[config.mk]
export PLATFORM = sky130hd
export DESIGN_NAME = wic_top
export DESIGN_NICKNAME = d
export VERILOG_FILES = /design/src/common/wic_pkg.sv /design/src/core/wic_pin_sync.sv /design/src/core/wic_top.sv
export SDC_FILE = /design/constraint.sdc
export NUM_CORES = 1
export LEC_CHECK = 0
export BUFFER_PORTS_ARGS = -buffer_cell sky130_fd_sc_hd__buf_2
export CORE_UTILIZATION = 31
export CTS_CLUSTER_DIAMETER = 100
export DETAILED_ROUTE_END_ITERATION = 7
export PLACE_DENSITY_LB_ADDON = 0.12
export SYNTH_ARGS = -nofsm -noshare
export SYNTH_HDL_FRONTEND = slang
export SYNTH_SLANG_ARGS = --single-unit
[constraint.sdc]
create_clock -name clk_in -period 2 [get_ports clk_in]
set_input_delay 0.1 -clock clk_in [delete_from_list [all_inputs] [get_ports clk_in]]
set_output_delay 0.1 -clock clk_in [all_outputs]
set_load 0.03 [all_outputs]
[src/common/wic_pkg.sv]
`default_nettype none
package wic_pkg;
  localparam int ADDR_W = 8;
  localparam int DATA_W = 32;
  localparam int VEC_W = 12;
  localparam int NUM_SRC = 4;
  // register byte addresses
  localparam logic [7:0] ADDR_IRQ_MASK_BANK = 8'h00;
  localparam logic [7:0] ADDR_WAKEUP_CTL_BANK = 8'h04;
  localparam logic [7:0] ADDR_AUX_IRQ_ENABLE_BANK = 8'h08;
  localparam logic [7:0] ADDR_IRQ_FLAG_BANK = 8'h0C;
  localparam logic [7:0] ADDR_ADC_CTL_WORD = 8'h10;
  localparam logic [7:0] ADDR_STATUS = 8'h14;
  // source index, also flag bit position in irq_flag_bank
  localparam int SRC_TICK = 0;
  localparam int SRC_PIN_CHANGE = 1;
  localparam int SRC_EXT_PIN = 2;
  localparam int SRC_CONV_DONE = 3;
  // enable and control bit positions
  localparam int BIT_TICK_OVF_IRQ_EN = 0;
  localparam int BIT_PIN_CHANGE_IRQ_EN = 1;
  localparam int BIT_EXT_PIN_IRQ_EN = 2;
  localparam int BIT_PIN_CHANGE_WAKE_EN = 1;
  localparam int BIT_CONV_DONE_WAKE_EN = 3;
  localparam int BIT_CONV_DONE_IRQ_EN = 5;
  localparam int BIT_CONV_ACTIVE = 0;
  // status bits
  localparam int BIT_ST_SLEEP = 0;
  localparam int BIT_ST_UNMASK = 1;
  localparam int BIT_ST_REQ = 2;
  localparam int BIT_ST_CLK_RUN = 3;
  localparam int BIT_ST_VEC_LO = 8;
  localparam logic [7:0] RESET_BANK = 8'h00;
  // interrupt vectors
  localparam logic [VEC_W-1:0] VEC_EXT_PIN = 12'h003;
  localparam logic [VEC_W-1:0] VEC_PIN_CHANGE = 12'h006;
  localparam logic [VEC_W-1:0] VEC_TICK = 12'h009;
  localparam logic [VEC_W-1:0] VEC_CONV_DONE = 12'h00C;
  localparam logic [VEC_W-1:0] VEC_NONE = 12'h000;
  // wake from conversion takes this many converter clock periods
  localparam logic [3:0] WAKE_TAD_COUNT = 4'hF;
  localparam int PORT_W = 8;
  typedef enum logic [1:0] {ST_RUN, ST_SLEEP, ST_WAKE_DLY} wic_state_t;
endpackage : wic_pkg
`default_nettype wire

[src/core/wic_pin_sync.sv]
`default_nettype none
module wic_pin_sync
  import wic_pkg::*;
#(
  parameter int W = 1
)(
  input wire logic clk_in,
  input wire logic rst_b_in,
  input wire logic [W-1:0] pin_in,
  output logic chg_out,
  output logic fall_out
);
  logic [W-1:0] meta_r;
  logic [W-1:0] sync_r;
  logic [W-1:0] prev_r;
  logic [W-1:0] meta_nxt;
  logic [W-1:0] sync_nxt;
  logic [W-1:0] prev_nxt;

  always_comb
  begin
    meta_nxt = pin_in;
    sync_nxt = meta_r;
    prev_nxt = sync_r;
  end

  always_ff @(posedge clk_in)
  begin
    if (!rst_b_in)
    begin
      meta_r <= '0;
      sync_r <= '0;
      prev_r <= '0;
    end
    else
    begin
      meta_r <= meta_nxt;
      sync_r <= sync_nxt;
      prev_r <= prev_nxt;
    end
  end

  // change and falling edge seen after the second stage only
  assign chg_out = |(sync_r ^ prev_r);
  assign fall_out = |(prev_r & ~sync_r);
endmodule // wic_pin_sync
`default_nettype wire

[src/core/wic_top.sv]
`default_nettype none
module wic_top
  import wic_pkg::*;
(
  input wire logic clk_in,
  input wire logic rst_b_in,
  input wire logic [ADDR_W-1:0] avs_address_in,
  input wire logic avs_read_in,
  input wire logic avs_write_in,
  input wire logic [DATA_W-1:0] avs_writedata_in,
  output logic [DATA_W-1:0] avs_readdata_out,
  output logic avs_waitrequest_out,
  input wire logic ext_pin_in,
  input wire logic [PORT_W-1:0] port_pins_in,
  input wire logic tick_ovf_in,
  input wire logic conv_done_in,
  input wire logic tad_tick_in,
  input wire logic global_irq_unmask_op_in,
  input wire logic global_irq_mask_op_in,
  input wire logic sleep_op_in,
  input wire logic irq_ack_in,
  output logic irq_req_out,
  output logic [VEC_W-1:0] irq_vector_out,
  output logic wake_out,
  output logic sleep_out,
  output logic clocks_run_out,
  output logic conv_active_out
);
  function automatic logic [VEC_W-1:0] pri_vec(input logic [NUM_SRC-1:0] p);
    if (p[SRC_EXT_PIN])
      return VEC_EXT_PIN;
    else if (p[SRC_PIN_CHANGE])
      return VEC_PIN_CHANGE;
    else if (p[SRC_TICK])
      return VEC_TICK;
    else if (p[SRC_CONV_DONE])
      return VEC_CONV_DONE;
    else
      return VEC_NONE;
  endfunction

  logic ext_ev;
  logic pc_ev;
  wic_pin_sync #(.W(1)) u_ext_sync (
    .clk_in(clk_in),
    .rst_b_in(rst_b_in),
    .pin_in(ext_pin_in),
    .chg_out(),
    .fall_out(ext_ev)
  );
  wic_pin_sync #(.W(PORT_W)) u_port_sync (
    .clk_in(clk_in),
    .rst_b_in(rst_b_in),
    .pin_in(port_pins_in),
    .chg_out(pc_ev),
    .fall_out()
  );

  // bus slave: one wait cycle, then answer
  logic [7:0] irq_mask_bank_r, irq_mask_bank_nxt;
  logic [7:0] wakeup_ctl_bank_r, wakeup_ctl_bank_nxt;
  logic [7:0] aux_irq_enable_bank_r, aux_irq_enable_bank_nxt;
  logic [NUM_SRC-1:0] irq_flag_bank_r, irq_flag_bank_nxt;
  logic conv_active_r, conv_active_nxt;
  logic wait_r, wait_nxt;
  logic [DATA_W-1:0] rdata_r, rdata_nxt;
  logic wr_commit;
  logic [DATA_W-1:0] status_word;

  logic unmask_r, unmask_nxt;
  wic_state_t state_r, state_nxt;
  logic [3:0] tad_cnt_r, tad_cnt_nxt;
  logic irq_req_r, irq_req_nxt;
  logic [VEC_W-1:0] vec_r, vec_nxt;
  logic wake_r, wake_nxt;
  logic sleep_r, sleep_nxt;
  logic clk_run_r, clk_run_nxt;

  logic pc_wake_en, conv_wake_en, conv_irq_en;
  logic [NUM_SRC-1:0] src_en, src_set, pend;
  logic tick_ev, sleep_entry, conv_wake_done;

  assign pc_wake_en = wakeup_ctl_bank_r[BIT_PIN_CHANGE_WAKE_EN];
  assign conv_wake_en = wakeup_ctl_bank_r[BIT_CONV_DONE_WAKE_EN];
  assign conv_irq_en = aux_irq_enable_bank_r[BIT_CONV_DONE_IRQ_EN];
  assign src_en = {conv_irq_en, irq_mask_bank_r[BIT_EXT_PIN_IRQ_EN],
                   irq_mask_bank_r[BIT_PIN_CHANGE_IRQ_EN], irq_mask_bank_r[BIT_TICK_OVF_IRQ_EN]};
  // timer stands still while the clocks are halted
  assign tick_ev = tick_ovf_in && clk_run_r;
  assign sleep_entry = sleep_op_in && (state_r == ST_RUN);
  assign wr_commit = avs_write_in && !wait_r;
  assign pend = irq_flag_bank_r & src_en;
  assign conv_wake_done = (state_r == ST_WAKE_DLY) && tad_tick_in
                          && (tad_cnt_r == WAKE_TAD_COUNT - 4'h1);

  always_comb
  begin
    status_word = '0;
    status_word[BIT_ST_SLEEP] = sleep_r;
    status_word[BIT_ST_UNMASK] = unmask_r;
    status_word[BIT_ST_REQ] = irq_req_r;
    status_word[BIT_ST_CLK_RUN] = clk_run_r;
    status_word[BIT_ST_VEC_LO +: VEC_W] = vec_r;
  end

  always_comb
  begin
    wait_nxt = !((avs_read_in || avs_write_in) && wait_r);
    rdata_nxt = rdata_r;
    if ((avs_read_in || avs_write_in) && wait_r)
    begin
      rdata_nxt = '0;
      case (avs_address_in)
        ADDR_IRQ_MASK_BANK: rdata_nxt[7:0] = irq_mask_bank_r;
        ADDR_WAKEUP_CTL_BANK: rdata_nxt[7:0] = wakeup_ctl_bank_r;
        ADDR_AUX_IRQ_ENABLE_BANK: rdata_nxt[7:0] = aux_irq_enable_bank_r;
        ADDR_IRQ_FLAG_BANK: rdata_nxt[NUM_SRC-1:0] = irq_flag_bank_r;
        ADDR_ADC_CTL_WORD: rdata_nxt[BIT_CONV_ACTIVE] = conv_active_r;
        ADDR_STATUS: rdata_nxt = status_word;
        default: rdata_nxt = '0;
      endcase
    end
  end

  // configuration and flags
  always_comb
  begin
    irq_mask_bank_nxt = irq_mask_bank_r;
    wakeup_ctl_bank_nxt = wakeup_ctl_bank_r;
    aux_irq_enable_bank_nxt = aux_irq_enable_bank_r;
    conv_active_nxt = conv_active_r;
    src_set = '0;
    if (wr_commit && avs_address_in == ADDR_IRQ_MASK_BANK)
      irq_mask_bank_nxt = avs_writedata_in[7:0];
    if (wr_commit && avs_address_in == ADDR_WAKEUP_CTL_BANK)
      wakeup_ctl_bank_nxt = avs_writedata_in[7:0];
    if (wr_commit && avs_address_in == ADDR_AUX_IRQ_ENABLE_BANK)
      aux_irq_enable_bank_nxt = avs_writedata_in[7:0];
    if (wr_commit && avs_address_in == ADDR_ADC_CTL_WORD)
      conv_active_nxt = avs_writedata_in[BIT_CONV_ACTIVE];
    src_set[SRC_EXT_PIN] = ext_ev && src_en[SRC_EXT_PIN];
    src_set[SRC_PIN_CHANGE] = pc_ev && src_en[SRC_PIN_CHANGE];
    src_set[SRC_TICK] = tick_ev && src_en[SRC_TICK];
    src_set[SRC_CONV_DONE] = conv_done_in && conv_irq_en;
    if (conv_done_in)
      conv_active_nxt = 1'b0;
    if (sleep_entry && !conv_wake_en)
    begin
      conv_active_nxt = 1'b0;
      if (conv_irq_en && conv_active_r)
        src_set[SRC_CONV_DONE] = 1'b1;
    end
    irq_flag_bank_nxt = irq_flag_bank_r;
    if (wr_commit && avs_address_in == ADDR_IRQ_FLAG_BANK)
      irq_flag_bank_nxt = irq_flag_bank_r & avs_writedata_in[NUM_SRC-1:0];
    irq_flag_bank_nxt = irq_flag_bank_nxt | src_set;
  end

  // sleep, wake and dispatch
  always_comb
  begin
    state_nxt = state_r;
    tad_cnt_nxt = tad_cnt_r;
    wake_nxt = 1'b0;
    unmask_nxt = unmask_r;
    irq_req_nxt = irq_req_r;
    vec_nxt = vec_r;
    if (global_irq_unmask_op_in)
      unmask_nxt = 1'b1;
    if (global_irq_mask_op_in)
      unmask_nxt = 1'b0;
    case (state_r)
      ST_RUN:
      begin
        if (sleep_op_in)
          state_nxt = ST_SLEEP;
      end
      ST_SLEEP:
      begin
        if (pc_ev && pc_wake_en)
        begin
          state_nxt = ST_RUN;
          wake_nxt = 1'b1;
        end
        else if (conv_done_in && conv_wake_en)
        begin
          state_nxt = ST_WAKE_DLY;
          tad_cnt_nxt = '0;
        end
      end
      ST_WAKE_DLY:
      begin
        if (tad_tick_in)
          tad_cnt_nxt = tad_cnt_r + 4'h1;
        if (conv_wake_done)
        begin
          state_nxt = ST_RUN;
          wake_nxt = 1'b1;
        end
      end
      default: state_nxt = ST_RUN;
    endcase
    if (irq_req_r)
    begin
      if (irq_ack_in)
      begin
        irq_req_nxt = 1'b0;
        unmask_nxt = 1'b0;
      end
    end
    else if (state_r == ST_RUN && !sleep_op_in && unmask_r && (|pend))
    begin
      irq_req_nxt = 1'b1;
      vec_nxt = pri_vec(pend);
    end
    sleep_nxt = (state_nxt != ST_RUN);
    clk_run_nxt = !sleep_nxt || conv_wake_en;
  end

  always_ff @(posedge clk_in)
  begin
    if (!rst_b_in)
    begin
      irq_mask_bank_r <= RESET_BANK;
      wakeup_ctl_bank_r <= RESET_BANK;
      aux_irq_enable_bank_r <= RESET_BANK;
      irq_flag_bank_r <= '0;
      conv_active_r <= 1'b0;
      wait_r <= 1'b1;
      rdata_r <= '0;
      unmask_r <= 1'b0;
      state_r <= ST_RUN;
      tad_cnt_r <= '0;
      irq_req_r <= 1'b0;
      vec_r <= VEC_NONE;
      wake_r <= 1'b0;
      sleep_r <= 1'b0;
      clk_run_r <= 1'b1;
    end
    else
    begin
      irq_mask_bank_r <= irq_mask_bank_nxt;
      wakeup_ctl_bank_r <= wakeup_ctl_bank_nxt;
      aux_irq_enable_bank_r <= aux_irq_enable_bank_nxt;
      irq_flag_bank_r <= irq_flag_bank_nxt;
      conv_active_r <= conv_active_nxt;
      wait_r <= wait_nxt;
      rdata_r <= rdata_nxt;
      unmask_r <= unmask_nxt;
      state_r <= state_nxt;
      tad_cnt_r <= tad_cnt_nxt;
      irq_req_r <= irq_req_nxt;
      vec_r <= vec_nxt;
      wake_r <= wake_nxt;
      sleep_r <= sleep_nxt;
      clk_run_r <= clk_run_nxt;
    end
  end

  assign avs_readdata_out = rdata_r;
  assign avs_waitrequest_out = wait_r;
  assign irq_req_out = irq_req_r;
  assign irq_vector_out = vec_r;
  assign wake_out = wake_r;
  assign sleep_out = sleep_r;
  assign clocks_run_out = clk_run_r;
  assign conv_active_out = conv_active_r;

  logic flag_clr_wr;
  assign flag_clr_wr = wr_commit && avs_address_in == ADDR_IRQ_FLAG_BANK;

  logic [4:0] tad_seen_r, tad_seen_nxt;
  always_comb
    tad_seen_nxt = (state_r == ST_WAKE_DLY) ? tad_seen_r + {4'h0, tad_tick_in} : 5'h00;
  always_ff @(posedge clk_in)
    tad_seen_r <= rst_b_in ? tad_seen_nxt : 5'h00;
endmodule // wic_top
`default_nettype wire

==> results of run 1 <==
[critical path, stage by stage (launching register included)]
cell and delay, ps:
dfxtp_1 340, inv_1 100, ha_1 210, a21boi_1 220
a211oi_1 80, a2111o_1 390, a31oi_1 230, o21bai_1 110
[per-layer routing]
| layer | routed length (µm) | up-vias | GRT usage, % |
|---|---|---|---|
| met5 | 0 | - | 0 |
| met3 | 421 | 12 | 3.02 |
| met1 | 4070 | 1292 | 19.8 |
| met2 | 3510 | 76 | 21.2 |
| met4 | 143 | 0 | 6.10 |
| li1 | - | 1430 | - |
[registers in the layout, summed over array words and instances (netlist names), 2 cells and up]
name	count
aux_irq_enable_bank_r	8
avs_readdata_out	12
irq_flag_bank_r	4
irq_mask_bank_r	8
irq_vector_out	4
state_r	2
tad_cnt_r	4
u_port_sync.meta_r	8
u_port_sync.prev_nxt	8
u_port_sync.prev_r	8
wakeup_ctl_bank_r	8
[final timing paths]
kind	from	end	slack [ps]	cells after the start
worst max-delay path	state_r[1]	clocks_run_out	210	7
worst min-delay path	avs_writedata_in[6]	irq_mask_bank_r[6]	30	3
worst max register to register	state_r[1]	clocks_run_out	210	7
worst min register to register	u_port_sync.meta_r[4]	u_port_sync.prev_nxt[4]	430	1
[cells in the mapped netlist, types with 3 or more instances]
master and n:
a22oi_1 5, nor2_1 32, xor2_1 8, nand2_1 36, inv_1 6, nand2b_1 3
and2_1 28, mux2i_1 28, dfxtp_1 84, nor4_1 4, a21oi_1 22, buf_4 28
ha_1 6, nor3_1 6, nand3_1 13, clkbuf_1 15, o21ai_0 15, a32o_1 4
[cell families (layout without fill, tap and decap cells)]
kind of cell | count (synthesis) | in the layout | synth area share, %
AOI/OAI and AO/OA | 66 | 66 | 11.8
buffers and inverters | 52 | 104 | 8.59
adders and majority gates | 6 | 6 | 2.09
and+or+nand+nor | 138 | 138 | 19.3
other | 1 | 28 | 0.104
DFF | 84 | 84 | 46.7
xor gates and xnor gates | 8 | 8 | 1.95
muxes | 31 | 31 | 9.36
[repair_timing]
action	CTS	global route
endpoints found under the setup margin	0	2
gates resized for setup	0	2
hold endpoints to repair	11	0
hold buffers	12	0
[area by class of cell]
| type | instances | share of cell area (%) |
|---|---|---|
| Inverter | 7 | 0.599 |
| Sequential cell | 84 | 38.4 |
| Clock buffer | 11 | 5.31 |
| Multi-Input combinational cell | 277 | 39.1 |
| Timing Repair Buffer | 82 | 11.5 |
| Clock inverter | 4 | 1.17 |
| Tap cell | 140 | 4.00 |
[cells in the final DEF, fill, tap and decap left out, types with 8 or more instances in the layout]
cell type,n
dfxtp_1,84
buf_2,57
nand2_1,36
nor2_1,32
mux2i_1,28
and2_1,28
conb_1,28
a21oi_1,22
o21ai_0,15
nand3_1,13
buf_4,13
dlygate4sd3_1,12
clkbuf_16,9
xor2_1,8
[power groups by stage]
stage / clock network (mW) / registers, mW / logic [mW]
final: 1.60 / 1.73 / 0.332
after global placement: 0 / 1.77 / 0.312
after global routing: 1.72 / 1.73 / 0.367
after detailed placement: 0 / 1.77 / 0.315
after CTS: 1.65 / 1.73 / 0.333
after floorplan: 0 / 1.78 / 0.236
==> results.ini, run 1 <==
[pwr]
finalPower_mw = 3.66
p_comb_share_pct = 9.1
p_sw_share_pct = 24.0
p_seq_share_pct = 47.2
p_sw_mw = 0.880
peakVddDrop_mv = 0.434
p_leak_nw = 1.97
clkPwrFrac_pct = 43.7
p_per_area_nw_per_um2 = 835
p_int_mw = 2.78

[floorplanning]
pin_count = 110
die_area_um2 = 12000
start_util_pct = 32.5
core_um2 = 11100
die_y_um = 110
die_w_um = 110
rows = 38

[sta]
hold_slack_ps = 27.4
setup_ws_ps = 208
finalCritPeriodShare_pct = 89.6
max_freq_mhz = 558
post-route-min-period_ps = 1790
setup_viol = 0
hold_violations = 0
rsz0062_at_grt = no
maxSlewViolCount = 0
fin_setup_tns_ps = 0
worst_slew_pin_slew_ps = 759
slew_headroom_pct = 48.9
worst_clock_skew_ps = 6.54

[worst_setup_path]
crit_fanout = 4
cp-end-kind = register
crit_required_ps = 2220
critPathLaunchType = register
arrival_ps = 2010
path_class = reg2reg

[layout]
drive_above_1_share_pct = 19.8
fillers = 1146
layoutNonFillerInstCount = 605
fin_util_pct = 39.6
ff_latch_area_um2 = 1680
fin_area_um2 = 4380
multi_input_comb_area_um2 = 1710
syn_to_final_growth_pct = 21.9
n_antenna_cell = 0
fin_nets = 527

[logic_synthesis]
ys_seq_area_share_pct = 46.7
synth_top_flop_cell = dfxtp_1
synth_edf_count = 0
synth_area_leader_cell = dfxtp_1
netlist_area_um2 = 3600
yosys-top-cells-area = dfxtp_1, mux2i_1, buf_4
async_reset_ff_share_pct = 0
synth_warnings = 0
ys_ff_latch = 84
synthCells = 386
yosysTopAreaCellShare_pct = 46.7
ys_types = 52
avgSynthCellArea_um2 = 9.32

[drt]
firstDrtPassIters = 6
totalWireLength_um = 8140
wire_per_inst_um = 13.5
drc = 0
ant_nets = 0
vias = 2810
detail_route.iter0.violations = 126
vias_per_cell = 4.64

[placement]
dp.cells = 578
portBuffers = 57
place_congestion = 0.757
hpwlAfterDp_um = 5940
dp_slack_ps = 56.9
dpl_cell_area_um2 = 3970

[clock_network]
cts-root-buf = clkbuf_16
post-cts-setup-buffers = 0
htree_levels = 3
clk_pin_slew_ps = 60
cts_tree = done
clock_latency_ps = 330
numCtsBuffers = 9
clock_sinks = 84
cts_buffer_depth = 2

[global_routing]
grt_use_total_pct = 14.3
antenna_found_initial = 0
grt_overflow = 0
grt_max_degree = 34
grt_pass1_wl_um = 13000
grt_pass1_vias = 2570

[min_path]
hp-class = in2reg

[flow_run]
drv_cap = 0

[outcome]
status = finished clean

Note: power is estimated with default switching activity, not from simulation.
==> inputs of run 2 (changes only) <==
--- a/config.mk
+++ b/config.mk
@@ -5,6 +5,7 @@
 export SDC_FILE = /design/constraint.sdc
 export NUM_CORES = 1
 export LEC_CHECK = 0
+export ABC_AREA = 1
 export BUFFER_PORTS_ARGS = -buffer_cell sky130_fd_sc_hd__buf_2
 export CORE_UTILIZATION = 31
 export CTS_CLUSTER_DIAMETER = 100
==> run 2 against run 1 <==
Effect of this change: the flow now finishes with violations (design-rule violations); area after synthesis is 4.0% higher; combinational power is 13% higher; register-to-register slack better by 150 ps; sequential share of layout area is 1.2 points lower; critical path type unchanged; largest power group is now the clock network; highest routed layer unchanged.
==> results.ini, run 2 <==
[layout]
layout_common_cells = nand2_1, dfxtp_1, inv_1
final_common_cell = nand2_1
syn_to_final_growth_pct = 21.2
largest_reg_flops = 12
fin_area_um2 = 4530
drive_above_1_share_pct = 17.6
n_antenna_cell = 0
fin_util_pct = 39.2
fillers = 1204
fin_nets = 647

[worst_setup_path]
arrival_ps = 1850
path_class = reg2reg
cp-end-kind = register
crit_required_ps = 2210
critPathLaunchType = register
crit_fanout = 6

[sta]
worst_slew_pin_slew_ps = 613
setup_viol = 0
hold_violations = 0
slew_headroom_pct = 59.1
post-route-min-period_ps = 1640
finalCritPeriodShare_pct = 81.9
hold_slack_ps = 41.1
fin_setup_tns_ps = 0
max_freq_mhz = 610
worst_clock_skew_ps = 6.90
maxSlewViolCount = 0
rsz0062_at_grt = no

[floorplanning]
die_w_um = 112
core_um2 = 11600
die_area_um2 = 12500
pin_count = 110
die_y_um = 112
start_util_pct = 32.3
rows = 39

[logic_synthesis]
yosysMostFrequentCell = nand2_1
synth_area_leader_cell = dfxtp_1
yosysTopAreaCellShare_pct = 45.0
ys_ff_latch = 84
avgSynthCellArea_um2 = 7.35
synth_edf_count = 0
ys_seq_area_share_pct = 45.0
ys_types = 37
yosys-top-cells-area = dfxtp_1, nand2_1, inv_1
async_reset_ff_share_pct = 0
netlist_area_um2 = 3740
synthCells = 509
synth_warnings = 0
synth_commonest_cells = nand2_1, dfxtp_1, inv_1
synth_top_flop_cell = dfxtp_1

[placement]
portBuffers = 57
dpl_cell_area_um2 = 4080
hpwlAfterDp_um = 6130
place_congestion = 0.798

[clock_network]
cts_tree = done
cts-root-buf = clkbuf_16
clock_sinks = 84
clock_latency_ps = 330
cts_buffer_depth = 2
numCtsBuffers = 9
post-cts-setup-buffers = 0
clk_pin_slew_ps = 60
htree_levels = 3

[drt]
ant_nets = 0
firstDrtPassIters = 6
detail_route.iter0.violations = 104
vias_per_cell = 4.35
drc = 9
totalWireLength_um = 8580
wire_per_inst_um = 11.8
vias = 3170

[outcome]
status = finished, violations left
violations = design-rule violations

[pwr]
p_per_area_nw_per_um2 = 879
p_leak_nw = 2.16
peakVddDrop_mv = 0.420
finalPower_mw = 3.98

[global_routing]
grt_overflow = 0
grt_pass1_vias = 3039
antenna_found_initial = 0
grt_max_degree = 65
grt_pass1_wl_um = 14300
grt_use_total_pct = 14.5

[flow_run]
drv_cap = 0

[min_path]
hp-class = in2reg

[run 2: changes by cell type after synthesis, sizes merged, moves of 5 or more]
cell    change
and2       -28
a21oi      +18
mux2i      -28
nand2      +82
a22oi       -5
xor2        -7
nor2       +21
inv        +72
nand3       +8
o21ai      +28
clkbuf      -7
[run 2: logic make-up after synthesis]
| kind of cell | after synthesis | share of synthesized area [%] |
|---|---|---|
| simple gates | 202 | 23.4 |
| buf+inv | 119 | 15.1 |
| compound gates | 92 | 13.3 |
| flops | 84 | 45.0 |
| fa+ha+maj | 6 | 2.01 |
| xor+xnor | 5 | 1.17 |
| other cells | 1 | 0.100 |
[run 2: critical path, stage by stage, from the launching register on]
cell	delay (ps)
dfxtp_1	400
inv_1	80
ha_1	210
inv_1	160
nand2_1	90
a21oi_2	260
nand2_1	160
nand2_1	90
a21oi_1	60
[run 2: stage by stage]
step	worst slack, ps	instances
floorplan	537	536
global placement	340	702
detailed placement	265	702
CTS	244	729
global route	136	729
finish	362	729
[run 2: final cells by class]
cell class / instances / area (µm²) / share of cell area, %
clock buffer: 12 / 236 / 5.22
clock inverter: 4 / 97.6 / 2.15
sequential: 84 / 1680 / 37.1
inverter: 79 / 297 / 6.54
multi-input combinational: 333 / 1600 / 35.3
timing repair buffer: 74 / 440 / 9.72
tap: 143 / 179 / 3.95
[run 2: final timing paths]
kind | from | end | slack, ps | cells after the start
worst min-delay path | avs_writedata_in[6] | wakeup_ctl_bank_r[6] | 40 | 3
worst max-delay path | state_r[0] | tad_cnt_r[2] | 360 | 8
worst min register to register | u_port_sync.meta_r[5] | u_port_sync.prev_nxt[5] | 410 | 2
worst max register to register | state_r[0] | tad_cnt_r[2] | 360 | 8
[run 2: per-layer routing]
| layer | GRT usage [%] | routed length (µm) | up-vias |
|---|---|---|---|
| met5 | 0 | 0 | - |
| met4 | 5.50 | 127 | 0 |
| met3 | 3.27 | 399 | 11 |
| met2 | 24.1 | 3880 | 71 |
| met1 | 18.2 | 4170 | 1411 |
| li1 | - | - | 1677 |
[run 2: timing repair]
item	in CTS	in global routing
hold buffers	11	0
gates resized for setup	0	1
setup endpoints to repair	0	1
endpoints found under the hold margin	10	0
[run 2: report_power, final]
part,internal (mW),total (mW),switching (mW),leakage (nW)
logic,0.111,0.374,0.263,1.32
clock network,1.22,1.87,0.645,0.157
registers,1.72,1.74,0.0254,0.684
